$ cat src/logic/scsc_pkg.sv
// Constants, register map and carrier types for the stepper current and standby control block
package scsc_pkg;

	// ----------------------------------------------------------------
	// Timing
	// ----------------------------------------------------------------
	localparam int unsigned CLK_HZ = 20_000_000;
	localparam int unsigned TICK_MS = 10;
	localparam int unsigned TICK_CYCLES = (CLK_HZ / 1000) * TICK_MS;

	// ----------------------------------------------------------------
	// Register indices (byte address is four times the index)
	// ----------------------------------------------------------------
	localparam logic [7:0] IDX_BOOST = 8'hc8;
	localparam logic [7:0] IDX_FREEWHEEL = 8'hcc;
	localparam logic [7:0] IDX_LOAD = 8'hce;
	localparam logic [7:0] IDX_STALL_FLAG = 8'hcf;
	localparam logic [7:0] IDX_FAULT = 8'hd0;
	localparam logic [7:0] IDX_PD_DELAY = 8'hd6;
	localparam logic [7:0] IDX_MODE = 8'hfe;
	localparam logic [7:0] IDX_RUN = 8'h06;
	localparam logic [7:0] IDX_HOLD = 8'h07;
	localparam logic [7:0] IDX_STEP_IDLE = 8'hf0;
	localparam logic [7:0] IDX_IRQ_STAT = 8'hf1;
	localparam logic [7:0] IDX_IRQ_MASK = 8'hf2;

	// ----------------------------------------------------------------
	// Reset values
	// ----------------------------------------------------------------
	localparam logic [7:0] RST_BOOST = 8'h00;
	localparam logic [15:0] RST_FREEWHEEL = 16'h0000;
	localparam logic [15:0] RST_PD_DELAY = 16'h00c8;
	localparam logic [7:0] RST_RUN = 8'h80;
	localparam logic [7:0] RST_HOLD = 8'h20;
	localparam logic [15:0] RST_STEP_IDLE = 16'h0032;
	localparam logic [3:0] RST_IRQ_MASK = 4'h0;

	// ----------------------------------------------------------------
	// Interrupt status bit positions
	// ----------------------------------------------------------------
	localparam int IRQ_W = 4;
	localparam int IRQ_STALL = 0;
	localparam int IRQ_STANDBY = 1;
	localparam int IRQ_FREEWHEEL = 2;
	localparam int IRQ_FAULT = 3;

	typedef enum logic [2:0] {
		MODE_CMD = 3'h0,
		MODE_ENA = 3'h1,
		MODE_AUTO = 3'h2,
		MODE_RUN = 3'h3,
		MODE_AUTO_EN = 3'h4,
		MODE_RUN_EN = 3'h5
	} scsc_mode_t;

	typedef struct packed {
		logic velocity_zero;
		logic ramping;
		logic stall_detect;
		logic motion_start;
	} scsc_motion_t;

	typedef struct packed {
		logic power_en;
		logic stage_en;
		logic [7:0] current;
	} scsc_drv_t;

endpackage

$ cat src/logic/scsc_top.sv
// Motor current selection, standstill standby, freewheel cut-off and stall flag with APB registers
//
// Contract
// - Ramping uses boost current, zero means run
// - Freewheel delay cuts power; zero means never
// - Read-only stall load value, 0 to 1023
// - Stall stop sets the stall flag
// - Flag clears on read or new motion
// - Standstill delay switches to standby current
// - Mode 0 ignores step/direction pins
// - Mode 1 enable pin picks hold/run
// - Mode 2 auto run/hold, enable ignored
// - Mode 3 permanent run current, enable ignored
// - Mode 4 auto switching, enable gates stages
// - Mode 5 run current, enable gates stages
//
// Our own choice: the APB interface to the registers.
`timescale 1ns/100ps
module scsc_top import scsc_pkg::*; #(
	parameter int unsigned TICK_LEN = TICK_CYCLES
) (
	input wire logic clk_sys,
	input wire logic rst,
	input wire logic clk_en,
	input wire logic psel,
	input wire logic penable,
	input wire logic pwrite,
	input wire logic [11:0] paddr,
	input wire logic [31:0] pwdata,
	output logic [31:0] prdata,
	output logic pready,
	output logic pslverr,
	input wire scsc_motion_t motion,
	input wire logic [9:0] load_value,
	input wire logic [7:0] driver_faults,
	input wire logic step_pin,
	input wire logic enable_pin,
	output scsc_drv_t drv,
	output logic stall_stop,
	output logic irq
);

	// ----------------------------------------------------------------
	// Registers
	// ----------------------------------------------------------------
	logic [7:0] boost_q, run_q, hold_q;
	logic [15:0] fw_delay_q, pd_delay_q, step_idle_q;
	scsc_mode_t mode_q;
	logic [9:0] load_q;
	logic [7:0] fault_q;
	logic stall_flag_q;
	logic [IRQ_W-1:0] irq_stat_q, irq_mask_q;
	logic [31:0] prdata_q;
	logic rd_valid_q;

	// ----------------------------------------------------------------
	// APB decode
	// ----------------------------------------------------------------
	wire [7:0] idx = paddr[9:2];
	wire addr_ok = (paddr[11:10] == 2'b00) && (paddr[1:0] == 2'b00);
	wire hit_boost = addr_ok && (idx == IDX_BOOST);
	wire hit_fw = addr_ok && (idx == IDX_FREEWHEEL);
	wire hit_load = addr_ok && (idx == IDX_LOAD);
	wire hit_flag = addr_ok && (idx == IDX_STALL_FLAG);
	wire hit_fault = addr_ok && (idx == IDX_FAULT);
	wire hit_pd = addr_ok && (idx == IDX_PD_DELAY);
	wire hit_mode = addr_ok && (idx == IDX_MODE);
	wire hit_run = addr_ok && (idx == IDX_RUN);
	wire hit_hold = addr_ok && (idx == IDX_HOLD);
	wire hit_idle = addr_ok && (idx == IDX_STEP_IDLE);
	wire hit_istat = addr_ok && (idx == IDX_IRQ_STAT);
	wire hit_imask = addr_ok && (idx == IDX_IRQ_MASK);
	wire hit_any = hit_boost | hit_fw | hit_load | hit_flag | hit_fault | hit_pd | hit_mode |
		hit_run | hit_hold | hit_idle | hit_istat | hit_imask;

	// Read data is captured one cycle ahead so that prdata comes from a flop
	wire latch_rd = psel && !rd_valid_q && clk_en;
	wire xfer = psel && penable && rd_valid_q && clk_en;
	wire wr = xfer && pwrite && hit_any;
	wire rd = xfer && !pwrite && hit_any;
	wire mode_ok = (pwdata[31:3] == 29'h0) && (pwdata[2:0] <= MODE_RUN_EN);

	wire [31:0] rd_mux =
		hit_boost ? {24'h0, boost_q} :
		hit_fw ? {16'h0, fw_delay_q} :
		hit_load ? {22'h0, load_q} :
		hit_flag ? {31'h0, stall_flag_q} :
		hit_fault ? {24'h0, fault_q} :
		hit_pd ? {16'h0, pd_delay_q} :
		hit_mode ? {29'h0, mode_q} :
		hit_run ? {24'h0, run_q} :
		hit_hold ? {24'h0, hold_q} :
		hit_idle ? {16'h0, step_idle_q} :
		hit_istat ? {28'h0, irq_stat_q} :
		hit_imask ? {28'h0, irq_mask_q} : 32'h0;

	assign prdata = prdata_q;
	assign pready = psel && penable && rd_valid_q && clk_en;
	assign pslverr = pready && !hit_any;

	always_ff @(posedge clk_sys) begin
		if (rst) begin
			prdata_q <= 32'h0;
			rd_valid_q <= 1'b0;
		end else if (clk_en) begin
			if (latch_rd) begin
				prdata_q <= rd_mux;
				rd_valid_q <= 1'b1;
			end else if (xfer || !psel) begin
				rd_valid_q <= 1'b0;
			end
		end
	end

	// ----------------------------------------------------------------
	// Configuration registers
	// ----------------------------------------------------------------
	always_ff @(posedge clk_sys) begin
		if (rst) begin
			boost_q <= RST_BOOST;
			fw_delay_q <= RST_FREEWHEEL;
			pd_delay_q <= RST_PD_DELAY;
			run_q <= RST_RUN;
			hold_q <= RST_HOLD;
			step_idle_q <= RST_STEP_IDLE;
			irq_mask_q <= RST_IRQ_MASK;
			mode_q <= MODE_CMD;
		end else if (clk_en && wr) begin
			if (hit_boost)
				boost_q <= pwdata[7:0];
			if (hit_fw)
				fw_delay_q <= pwdata[15:0];
			// Zero would mean instant standby, outside the legal range
			if (hit_pd && pwdata[15:0] != 16'h0)
				pd_delay_q <= pwdata[15:0];
			if (hit_run)
				run_q <= pwdata[7:0];
			if (hit_hold)
				hold_q <= pwdata[7:0];
			if (hit_idle)
				step_idle_q <= pwdata[15:0];
			if (hit_imask)
				irq_mask_q <= pwdata[IRQ_W-1:0];
			if (hit_mode && mode_ok)
				mode_q <= scsc_mode_t'(pwdata[2:0]);
		end
	end

	// ----------------------------------------------------------------
	// Pin synchronisers and step edge
	// ----------------------------------------------------------------
	logic step_m_q, step_s_q, step_d_q, ena_m_q, ena_s_q;
	always_ff @(posedge clk_sys) begin
		if (rst) begin
			step_m_q <= 1'b0;
			step_s_q <= 1'b0;
			step_d_q <= 1'b0;
			ena_m_q <= 1'b0;
			ena_s_q <= 1'b0;
		end else if (clk_en) begin
			step_m_q <= step_pin;
			step_s_q <= step_m_q;
			step_d_q <= step_s_q;
			ena_m_q <= enable_pin;
			ena_s_q <= ena_m_q;
		end
	end
	wire step_edge = step_s_q && !step_d_q;

	// ----------------------------------------------------------------
	// 10 ms tick
	// ----------------------------------------------------------------
	logic [31:0] tick_cnt_q;
	wire tick = (tick_cnt_q == 32'(TICK_LEN - 1));
	always_ff @(posedge clk_sys) begin
		if (rst)
			tick_cnt_q <= 32'h0;
		else if (clk_en)
			tick_cnt_q <= tick ? 32'h0 : tick_cnt_q + 32'h1;
	end

	// ----------------------------------------------------------------
	// Standstill and step idle timers
	// ----------------------------------------------------------------
	logic [15:0] still_cnt_q, idle_cnt_q;
	logic step_seen_q;
	always_ff @(posedge clk_sys) begin
		if (rst) begin
			still_cnt_q <= 16'h0;
			idle_cnt_q <= 16'h0;
			step_seen_q <= 1'b0;
		end else if (clk_en) begin
			// Counter saturates, so long pauses never wrap back to run
			if (!motion.velocity_zero)
				still_cnt_q <= 16'h0;
			else if (tick && still_cnt_q != 16'hffff)
				still_cnt_q <= still_cnt_q + 16'h1;
			if (step_edge) begin
				idle_cnt_q <= 16'h0;
				step_seen_q <= 1'b1;
			end else if (tick && idle_cnt_q != 16'hffff) begin
				idle_cnt_q <= idle_cnt_q + 16'h1;
			end
		end
	end

	wire standby = motion.velocity_zero && (still_cnt_q >= pd_delay_q);
	wire freewheel = motion.velocity_zero && (fw_delay_q != 16'h0) &&
		(still_cnt_q >= fw_delay_q);
	wire step_active = step_seen_q && (idle_cnt_q < step_idle_q);

	// ----------------------------------------------------------------
	// Current and stage selection
	// ----------------------------------------------------------------
	wire [7:0] ramp_cur = (boost_q == 8'h0) ? run_q : boost_q;
	wire [7:0] cmd_cur = standby ? hold_q : (motion.ramping ? ramp_cur : run_q);
	logic [7:0] cur_d;
	logic stage_d, power_d;
	always_comb begin
		cur_d = cmd_cur;
		stage_d = 1'b1;
		power_d = !freewheel;
		case (mode_q)
			MODE_CMD: begin
				cur_d = cmd_cur;
			end
			MODE_ENA: begin
				cur_d = ena_s_q ? run_q : hold_q;
			end
			MODE_AUTO: begin
				cur_d = step_active ? run_q : hold_q;
			end
			MODE_RUN: begin
				cur_d = run_q;
			end
			MODE_AUTO_EN: begin
				cur_d = step_active ? run_q : hold_q;
				stage_d = ena_s_q;
			end
			MODE_RUN_EN: begin
				cur_d = run_q;
				stage_d = ena_s_q;
			end
			default: begin
				cur_d = cmd_cur;
			end
		endcase
	end

	always_ff @(posedge clk_sys) begin
		if (rst)
			drv <= '{power_en: 1'b1, stage_en: 1'b1, current: RST_HOLD};
		else if (clk_en)
			drv <= '{power_en: power_d, stage_en: stage_d, current: cur_d};
	end

	// ----------------------------------------------------------------
	// Stall stop, load value and status flags
	// ----------------------------------------------------------------
	wire stall_evt = motion.stall_detect && !motion.velocity_zero;
	wire flag_rd = rd && hit_flag;
	wire stat_rd = rd && hit_istat;
	logic standby_d1_q, fw_d1_q;
	wire [IRQ_W-1:0] irq_evt = {|driver_faults, freewheel && !fw_d1_q, standby && !standby_d1_q, stall_evt};

	always_ff @(posedge clk_sys) begin
		if (rst) begin
			stall_stop <= 1'b0;
			stall_flag_q <= 1'b0;
			load_q <= 10'h0;
			fault_q <= 8'h0;
			irq_stat_q <= '0;
			standby_d1_q <= 1'b0;
			fw_d1_q <= 1'b0;
			irq <= 1'b0;
		end else if (clk_en) begin
			stall_stop <= stall_evt;
			// A stall in the clearing cycle keeps the flag set
			if (stall_evt)
				stall_flag_q <= 1'b1;
			else if (flag_rd || motion.motion_start)
				stall_flag_q <= 1'b0;
			load_q <= load_value;
			fault_q <= driver_faults;
			irq_stat_q <= (stat_rd ? '0 : irq_stat_q) | irq_evt;
			standby_d1_q <= standby;
			fw_d1_q <= freewheel;
			irq <= |(((stat_rd ? '0 : irq_stat_q) | irq_evt) & irq_mask_q);
		end
	end
endmodule // scsc_top

$ cat config.mk
export PLATFORM = sky130hd
export DESIGN_NAME = scsc_top
export DESIGN_NICKNAME = d
export VERILOG_FILES = /design/src/logic/scsc_pkg.sv /design/src/logic/scsc_top.sv
export SDC_FILE = /design/constraint.sdc
export NUM_CORES = 1
export LEC_CHECK = 0
export BUFFER_PORTS_ARGS = -buffer_cell sky130_fd_sc_hd__buf_2
export CORE_ASPECT_RATIO = 1.25
export CORE_MARGIN = 3
export CORE_UTILIZATION = 60
export CTS_CLUSTER_DIAMETER = 150
export DETAILED_ROUTE_END_ITERATION = 6
export PLACE_DENSITY = 0.81
export SLEW_MARGIN = 20
export SYNTH_ARGS = -nofsm -noshare
export SYNTH_HDL_FRONTEND = slang
export SYNTH_SLANG_ARGS = --single-unit
$ cat constraint.sdc
create_clock -name clk_sys -period 6.1 [get_ports clk_sys]
set_input_delay 0.61 -clock clk_sys [delete_from_list [all_inputs] [get_ports clk_sys]]
set_output_delay 0.61 -clock clk_sys [all_outputs]
set_load 0.01 [all_outputs]
Word level (Yosys, flattened, before mapping). Cells that the tools add are included.

Flip-flop bits (word level): 219. Bits of input ports: 74.

$add $sub $neg: 3. Magnitude comparators: 4. Equality and inequality tests: 21. Mux-type cells: 29. Bitwise operators: 13. Reduce and logical (&&, ||, !) cells: 78.

Operators by type and width (count): 16-bit two-way mux (14); 8-bit == test (second input constant) (10); 8-bit two-way mux (5); 1-bit logical AND (39); 16-bit by 1-bit adder with 16-bit output (second input constant) (2); 32-bit by 1-bit adder with 32-bit output (second input constant) (1); 32-bit by 18-bit == test with 1-bit output (second input constant) (1); 16-bit >= comparator (2); 32-bit two-way mux (1); 16-bit inequality test (second input constant) (2); 16-bit nonzero test (2); 29-bit logical NOT (1); 2-bit AND reduction (14); 8-bit one-hot mux with 3 select lines (1); 8-bit by 3-bit == test with 1-bit output (second input constant) (2); 16-bit < comparator (1); 4-bit two-way mux (3); 1-bit bitwise OR (11); 1-bit logical NOT (9); 8-bit logical NOT (1); 8-bit OR reduction (1); 3-bit by 2-bit == test with 1-bit output (second input constant) (2); 3-bit == test (second input constant) (2); 2-bit nonzero test (3); other kinds (10) (18).

Depth between registers and ports, before layout. Gate-level depths: netlist (run 1).

Depth after elaboration: 20. Mapped depth: 11.

Least setup slack after synthesis (run 1). OpenSTA, ideal clock, no wires.

Kind: in2reg. Start: input port paddr[11]. End: register prdata_q[1], in the netlist prdata[1]. Setup time: 135 ps. Data arrival time: 2491 ps. Path slack: 3474 ps. Cell stages on the path: 8. Path buffers: 1. Cells stage by stage: or4_1 buf_2 or3_4 nor3_4 nand2_2 or3_1 o21ai_0 a211oi_1.

Word-level cells in the longest chain between the ends: 15.

Ends and longest elaborated chain: start: declaration (RTL line scsc_top.sv:28) `input wire logic [11:0] paddr,`; 2-bit logical NOT * (RTL line scsc_top.sv:60) `wire addr_ok = (paddr[11:10] == 2'b00) && (paddr[1:0] == 2'b00);`; 1-bit logical AND * (RTL line scsc_top.sv:60); 1-bit logical AND (RTL line scsc_top.sv:72) `wire hit_imask = addr_ok && (idx == IDX_IRQ_MASK);`; 4-bit two-way mux (RTL line scsc_top.sv:95) `hit_imask ? {28'h0, irq_mask_q} : 32'h0;`; 4-bit two-way mux (RTL line scsc_top.sv:94) `hit_istat ? {28'h0, irq_stat_q} :`; 16-bit two-way mux (RTL line scsc_top.sv:93) `hit_idle ? {16'h0, step_idle_q} :`; 16-bit two-way mux (RTL line scsc_top.sv:92) `hit_hold ? {24'h0, hold_q} :`; 16-bit two-way mux (RTL line scsc_top.sv:91) `hit_run ? {24'h0, run_q} :`; 16-bit two-way mux (RTL line scsc_top.sv:90) `hit_mode ? {29'h0, mode_q} :`; 16-bit two-way mux (RTL line scsc_top.sv:89) `hit_pd ? {16'h0, pd_delay_q} :`; 16-bit two-way mux (RTL line scsc_top.sv:88) `hit_fault ? {24'h0, fault_q} :`; 16-bit two-way mux (RTL line scsc_top.sv:87) `hit_flag ? {31'h0, stall_flag_q} :`; 16-bit two-way mux (RTL line scsc_top.sv:86) `hit_load ? {22'h0, load_q} :`; 16-bit two-way mux (RTL line scsc_top.sv:85) `hit_fw ? {16'h0, fw_delay_q} :`; 16-bit two-way mux * (RTL line scsc_top.sv:84) `hit_boost ? {24'h0, boost_q} :`; end signal: assignment (RTL line scsc_top.sv:107) `prdata_q <= rd_mux;`; end: declaration (RTL line scsc_top.sv:53) `logic [31:0] prdata_q;`.

Mark *: on every way between the ends. The rest lies on a longest branch, timed or not. A chain may end at the register's enable or synchronous reset.

==> metrics.md, run 1 <==
| Metric | Value |
|---|---|
| Status | `completed` |
| Yosys warns | `0` |
| Initial antenna violation count | `0` |
| I/O pin cnt | `120` |
| Area of the core | `between 15000 and 20000 um2` |
| Critical-path top delay cell | `buf_4` |
| Clock transition at path regs | `approximately 60 ps` |
| Longest Clk Path Bufs | `3` |
| Cells on worst reg2reg path | `9` |
| Post-synth ARST share | `0` |
| Fill count | `between 1000 and 1500` |
| Vias | `10080` |
| Vias in the first global route | `around 9600` |
| Tcrit/Tclk final | `0.4866` |
| Post-Syn Instances | `1330` |
| Hold Fails Final Rpt | `0` |
| Total power | `2860 uW` |
| Port Buffers | `103` |
| Hold Crit Class | `primary input to flip-flop` |
| Synthesized area per cell | `8.260 um2` |
| Critical path's top delay family | `simple AND/OR/NAND/NOR gates` |
| # hold bufs at CTS | `0` |
| Chip Height | `157.3 um` |
| Crit path required time | `6470 ps` |
| CP peak stage delay | `roughly 590 ps` |
| First-pass GRT wire length | `between 40000 and 50000 um` |
| CP cell instances | `buf_2 > buf_4 > nand3_1 > nor3_1 > nand3_1 > nor4_1 > nand4_1 > xor2_1 > nor2_1` |
| Post-synthesis sequential area ratio | `0.3699` |
| Post-synth EDFFs | `0` |
| Grt peak-use layer | `met2` |
| DR iter-0 viols | `1006` |
| Main synth FF type | `dfxtp_1` |
| Critical Path Fanout Max | `50` |
| CTS tree | `done` |
| Yosys reg bits | `203` |
| Starting utilization of the core area | `0.6206` |
| Met1 Use GR | `0.3804` |
| DRC violations left | `0` |
| Final min period | `2968 ps` |
| Critical R2R Launch | `still_cnt_q[0]` |
| Layout area overhead | `10.52%` |
| Site row count | `between 50 and 60` |
| Reg-to-reg slack, setup | `3190 ps` |
| Layout cell share with drive strength beyond 1 | `0.1254` |
| Global-route track usage on met2 | `0.5182` |
| Clock power share | `0.467` |
| Die area | `19980 um2` |
| Largest net degree at the start of global routing | `76` |
| Sw Pwr | `675.1 uW` |
| Cell area after synthesis | `10990 um2` |
| Fin cells | `1628` |
| Max-Cap Viols | `0` |
| Critical Path Source Type | `primary input` |
| TritonCTS Buffers | `23` |
| Most used cell, CP | `nand3_1` |
| Via/cell ratio | `6.192` |
| Fin nets | `1515` |
| Sw frac | `0.2360` |
| Clock Latency Late Sink | `510 ps` |
| Yosys cell types | `80` |
| Detailed Place HPWL | `around 22000 um` |
| Crit Path Category | `primary input to flip-flop` |
| Register share of total power | `0.475` |
| H-tree levels | `1` |
| TritonRoute pass-1 iters | `6` |
| Static Leakage | `0.004837 uW` |
| GRT Overall Usage | `0.3037` |
| Setup_tns | `0 ps` |
| Worst r2r dst | `irq_stat_q[2]` |
| Routed Antenna Nets | `0` |
| Worst EP arrival | `3340 ps` |
| RSZ-0062 raised after global routing | `no` |
| Antenna cells | `0` |
| Cell Int Power | `about 2200 uW` |
| Gp weighted congestion | `1.029` |
| WHS | `334.3 ps` |
| Clock skew | `~16 ps` |
| DIE WIDTH | `127.0 um` |
| Pwr dens | `235.6 nW/um2` |
| Buffer count from post-CTS setup fixing | `0` |
| WL per Instance | `19.10 um` |
| Gate power share | `0.058` |
| Dpl cells | `1590` |
| Worst Setup EP | `tick_cnt_q[27]` |
| Critical Path Start | `clk_en` |
| Peak supply drop | `approximately 0.20 mV` |
| Worst-margin pin slew | `1040 ps` |
| Met3 Track Usage GR | `0.04718` |
| Count of final setup violators | `0` |
| Total overflow reported by the global router | `0` |
| Worst path bufs/invs | `2` |
| Routed WL | `31090 um` |
| Root Driver | `clkbuf_16` |
| Slew margin rel. | `0.3023` |
| Setup crit end kind | `flip-flop` |
| Max Freq | `336.9 MHz` |
| Total clock sinks | `203` |
| CP Depth | `9` |
| CTS resizes | `0` |
| Slew Limit Fails | `0` |
## flip-flops by register name, indices dropped and copies added, names as in the netlist, 10 cells and up
register	flops
drv	10
fw_delay_q	16
prdata	16
tick_cnt_q	32
pd_delay_q	16
idle_cnt_q	16
load_q	10
still_cnt_q	16
step_idle_q	16
## cell usage in the layout, fill, tap and decap left out, drive strengths merged, types with 4 or more instances in the layout
cell type / n
mux2i: 80
o211ai: 12
a222oi: 8
a21oi: 60
mux2: 8
o22ai: 7
a2111oi: 4
and2: 8
nor3: 30
xnor2: 35
nand2b: 4
inv: 75
or3: 8
a22o: 10
or2: 5
xor2: 24
nand4: 26
a211oi: 10
nor2b: 10
a21o: 14
nand2: 131
nor2: 203
a311oi: 6
o21ai: 33
dfxtp: 203
and4: 5
and3: 12
ha: 50
nand3: 52
nor4: 34
or4: 5
nor4b: 4
a22oi: 25
a31oi: 4
clkbuf: 30
a221oi: 6
buf: 109
conb: 16
## worst register-to-register path: cells and delay by family (launching register included)
family / cells / cell delay (ps)
adders and majority gates: 1 / 290
DFF: 1 / 380
AOI/OAI and AO/OA: 5 / 1350
and+or+nand+nor: 2 / 700
buffers and inverters: 1 / 120
## final cells by class
cell class                 instances  area, um2  area share
multi-input combinational        980       6232      0.5133
sequential                       203       4064      0.3347
clock buffer                      30      641.9     0.05287
timing repair buffer             109      563.0     0.04637
tap                              224      280.3     0.02308
inverter                          74      277.8     0.02288
clock inverter                     8      82.58    0.006801
## power groups by stage
stage | combinational [uW] | clock (uW) | sequential, uW
2_1_floorplan | 103 | 0 | 1390
3_3_place_gp | 161 | 0 | 1390
3_5_place_dp | 162 | 0 | 1390
4_1_cts | 163 | 1350 | 1360
5_1_grt | 179 | 1400 | 1360
6_report | 165 | 1340 | 1360
## how the worst min path moves through the flow
stage / from / depth (start not counted) / slack, ps / to
2_1_floorplan: stall_flag_q / 2 / 440 / stall_flag_q
3_3_place_gp: prdata[7] / 2 / 450 / prdata[7]
3_5_place_dp: prdata[7] / 2 / 450 / prdata[7]
4_1_cts: load_value[7] / 3 / 330 / load_q[7]
5_1_grt: load_value[7] / 3 / 350 / load_q[7]
6_report: load_value[7] / 3 / 330 / load_q[7]
## layer usage
layer  routed length (um)  up-vias
li1                     -     4774
met1                12420     4736
met2                14670      468
met3                 2601      102
met4                 1400        0
met5                    0        -
## per-stage QoR
stage	utilization	instance area, um2	setup slack [ps]
detailed placement	0.6450	11420	2572
global placement	0.6450	11420	2623
finish	0.6859	12140	3132
floorplan	-	11040	3474
CTS	0.6859	12140	3087
global route	0.6859	12140	2799
## synth_stat cells, drive strengths merged, types with 6 or more instances
cell,instances,area [um2]
and3,12,80.08
nand3,52,272.8
o21ai,33,165.2
nor3,30,166.4
a21o,14,105.1
mux2,8,90.09
o211ai,12,90.09
or3,8,55.05
a311oi,6,52.55
a22oi,25,187.7
a22o,10,87.58
a211oi,10,75.07
dfxtp,203,4064
inv,73,274.0
clkbuf,45,170.2
nor2b,10,62.56
xor2,24,210.2
nand4,26,162.7
a222oi,8,80.08
nor2,203,764.5
and2,8,50.05
buf,43,297.8
mux2i,80,800.8
a221oi,6,52.55
a21oi,60,304.0
nor4,34,250.2
o22ai,7,43.79
ha,50,625.6
xnor2,35,306.5
nand2,131,494.2
## logic make-up after synthesis
kind of cell | count (synthesis) | share of synthesized area
buf+inv | 162 | 0.06788
compound gates | 217 | 0.1360
fa+ha+maj | 50 | 0.05695
other cells | 1 | 0.0003414
flops | 203 | 0.3699
xor+xnor | 59 | 0.04704
mux | 88 | 0.08109
simple gates | 550 | 0.2408
Power figures use the tool's default switching activity.
==> run 2: changes to the inputs <==
--- a/config.mk
+++ b/config.mk
@@ -5,6 +5,7 @@
 export SDC_FILE = /design/constraint.sdc
 export NUM_CORES = 1
 export LEC_CHECK = 0
+export ABC_AREA = 1
 export BUFFER_PORTS_ARGS = -buffer_cell sky130_fd_sc_hd__buf_2
 export CORE_ASPECT_RATIO = 1.25
 export CORE_MARGIN = 3
==> constraint.sdc (replaced) <==
create_clock -name clk_sys -period 2.95 [get_ports clk_sys]
set_input_delay 0.295 -clock clk_sys [delete_from_list [all_inputs] [get_ports clk_sys]]
set_output_delay 0.295 -clock clk_sys [all_outputs]
set_load 0.01 [all_outputs]
==> metrics.md, run 2 <==
| Metric | Value |
|---|---|
| Die area | `21500 um2` |
| Setup_tns | `0 ps` |
| Starting utilization of the core area | `0.6222` |
| Gate power share | `0.060` |
| Worst r2r dst | `idle_cnt_q[0]` |
| Tcrit/Tclk final | `0.8904` |
| CP peak stage delay | `between 700 and 800 ps` |
| Fill count | `1706` |
| Synth cell count leaders | `nand2_1 (295), inv_1 (209), dfxtp_1 (203), a21oi_1 (189), nor2_1 (187)` |
| Hold Crit Class | `primary input to flip-flop` |
| DR iter-0 viols | `1288` |
| Static Leakage | `a little under 0.006 uW` |
| Yosys reg bits | `about 200` |
| Post-synth EDFFs | `0` |
| Top cell type's share of synthesized area | `0.3427` |
| Main synth FF type | `dfxtp_1` |
| Clock transition at path regs | `60 ps` |
| Synth area leader | `dfxtp_1` |
| Crit Path Category | `flip-flop to flip-flop` |
| Crit path required time | `3350 ps` |
| Root Driver | `clkbuf_16` |
| Reg-to-reg slack, setup | `320 ps` |
| Area of the core | `19060 um2` |
| Slew Limit Fails | `0` |
| Peak supply drop | `roughly 0.44 mV` |
| H-tree levels | `1` |
| Sw frac | `0.2349` |
| Cell Int Power | `4786 uW` |
| Detailed Place HPWL | `27220 um` |
| Yosys warns | `0` |
| CP Depth | `8` |
| Most used cell, CP | `nand2_1` |
| WL per Instance | `between 15 and 20 um` |
| RSZ-0062 raised after global routing | `no` |
| Critical-path top delay cell | `o41ai_4` |
| Critical R2R Launch | `idle_cnt_q[1]` |
| Final core utilization | `0.7042` |
| Most frequent cells in the layout | `nand2_1 (294), inv_1 (209), dfxtp_1 (203), a21oi_1 (189), nor2_1 (187)` |
| Pwr dens | `466.1 nW/um2` |
| Largest register FFs | `32` |
| Post-synth ARST share | `0` |
| Total overflow reported by the global router | `0` |
| Count of final setup violators | `0` |
| Site row count | `56` |
| Routed Antenna Nets | `0` |
| DRC violations left | `0` |
| Most common cell after layout, fill and taps aside | `nand2_1` |
| Layout area overhead | `13.18%` |
| Top reg by flops | `tick_cnt_q` |
| Worst path bufs/invs | `0` |
| Worst-margin pin slew | `882.0 ps` |
| Worst EP arrival | `between 3000 and 4000 ps` |
| Final min period | `2627 ps` |
| TritonCTS Buffers | `22` |
| Via/cell ratio | `5.869` |
| Antenna cells | `0` |
| Hold Fails Final Rpt | `0` |
| Routed WL | `37140 um` |
| Register share of total power | `0.449` |
| Initial antenna violation count | `0` |
| Post-synthesis sequential area ratio | `0.3427` |
| Largest net degree at the start of global routing | `62` |
| Vias | `roughly 12000` |
| Synthesized area per cell | `6.780 um2` |
| Slew margin rel. | `0.4100` |
| CTS tree | `done` |
| First-pass GRT wire length | `59420 um` |
| I/O pin cnt | `120` |
| Synth area leaders | `dfxtp_1 (34%), nand2_1 (9.3%), a21oi_1 (8.0%), inv_1 (6.6%), nor2_1 (5.9%)` |
| Sw Pwr | `roughly 1500 uW` |
| Layout cell share with drive strength beyond 1 | `0.1202` |
| Setup crit end kind | `flip-flop` |
| Clock Latency Late Sink | `510 ps` |
| Total clock sinks | `203` |
| Vias in the first global route | `11590` |
| TritonRoute pass-1 iters | `5` |
| GRT Overall Usage | `0.3385` |
| Status | `completed` |
| Clock skew | `11.44 ps` |
| Clock power share | `0.491` |
| CP cell instances | `ha_1 > nand2_1 > nor3_2 > nand2_1 > o41ai_4 > nand2_2 > o21ai_0 > nor2_1` |
| Critical path's top delay family | `compound AO/OA/AOI/OAI gates` |
| Critical Path Fanout Max | `18` |
| Max-Cap Viols | `0` |
| Yosys cell types | `between 40 and 50` |
| Chip Height | `163.2 um` |
| Max Freq | `about 380 MHz` |
| Cell area after synthesis | `11860 um2` |
| DIE WIDTH | `between 100 and 150 um` |
| Port Buffers | `103` |
| Fin nets | `1965` |
| Cells on worst reg2reg path | `8` |
| Critical Path Start | `idle_cnt_q[1]` |
| Longest Clk Path Bufs | `3` |
| Most common cell in the synthesized netlist | `nand2_1` |
| Post-Syn Instances | `1749` |
| Worst Setup EP | `idle_cnt_q[0]` |
| Critical Path Source Type | `flip-flop` |
| Gp weighted congestion | `between 1 and 1.5` |
[run 2: cell count changes in the layout (fill, tap and decap cells not counted), moves of 20 or more]
cell	before	now
a21oi_1	59	189
o21ai_0	29	125
inv_1	73	209
buf_4	7	27
mux2i_1	80	0
nand2_1	130	294
xnor2_1	35	3
o21ai_1	4	32
nand3_1	51	123
[run 2: logic make-up (layout without fill, tap and decap cells)]
family,count (synthesis),after routing,share of synthesized area
AND/OR/NAND/NOR,770,770,0.2974
AO/OA/AOI/OAI,396,396,0.1796
buffers and inverters,301,393,0.1066
flip-flops,203,203,0.3427
adder cells (fa/ha/maj),50,50,0.05275
XOR/XNOR,28,28,0.02068
other,1,16,0.0003162
[run 2: tightest hold or removal path, cell delays in order]
cell and delay, ps:
buf_2 70, nor2_1 40, nor2_1 80
[run 2: timing repair]
action / CTS / global route
hold buffers: 3 / 0
resized for setup: 0 / 2
setup endpoints to repair: 0 / 2
hold endpoints to repair: 3 / 0
setup buffers: 0 / 0
[run 2: routing by layer]
metal	part of all wire	global-route usage
met5	0	0
met4	0.063	0.1982
met3	0.076	0.04868
met2	0.48	0.5943
met1	0.38	0.3947
[run 2: stage by stage]
| step | worst slack [ps] | hold WS [ps] | instances | total power, uW | cell area, um2 |
|---|---|---|---|---|---|
| 6_report | 323.5 | 7.587 | 2117 | 6256 | 13420 |
| 5_1_grt | 43.47 | 3.149 | 2117 | 6427 | 13420 |
| 4_1_cts | 245.3 | 0.3588 | 2117 | 6264 | 13420 |
| 3_5_place_dp | 283.3 | 453.2 | 2075 | 3235 | 12590 |
| 3_3_place_gp | 318.7 | 447.5 | 2075 | 3229 | 12590 |
| 2_1_floorplan | 925.3 | 425.4 | 1764 | 3093 | 11920 |
[run 2: how the worst min path moves through the flow]
| stage | from | endpoint | slack, ps | depth (start not counted) |
|---|---|---|---|---|
| after global placement | drv[9] | drv[9] | 450 | 2 |
| after global routing | load_value[6] | load_q[6] | 3 | 3 |
| after CTS | load_value[6] | load_q[6] | 0.4 | 3 |
| final | load_value[6] | load_q[6] | 8 | 3 |
| after detailed placement | load_q[9] | load_q[9] | 450 | 2 |
| after floorplan | pwdata[5] | hold_q[5] | 430 | 2 |
[run 2: cell type report]
class	count	area, um2	area share
Clock buffer	27	600.6	0.04475
Clock inverter	12	195.2	0.01454
Inverter	217	817.0	0.06087
Multi-Input combinational cell	1260	6590	0.4910
Sequential cell	203	4064	0.3028
Tap cell	261	326.6	0.02433
Timing Repair Buffer	137	828.3	0.06171
[run 2: power groups by stage]
stage | combinational, uW | clock [uW] | sequential, uW
6_report | 377 | 3070 | 2810
5_1_grt | 415 | 3200 | 2810
4_1_cts | 371 | 3090 | 2810
3_5_place_dp | 366 | 0 | 2870
3_3_place_gp | 361 | 0 | 2870
2_1_floorplan | 228 | 0 | 2870
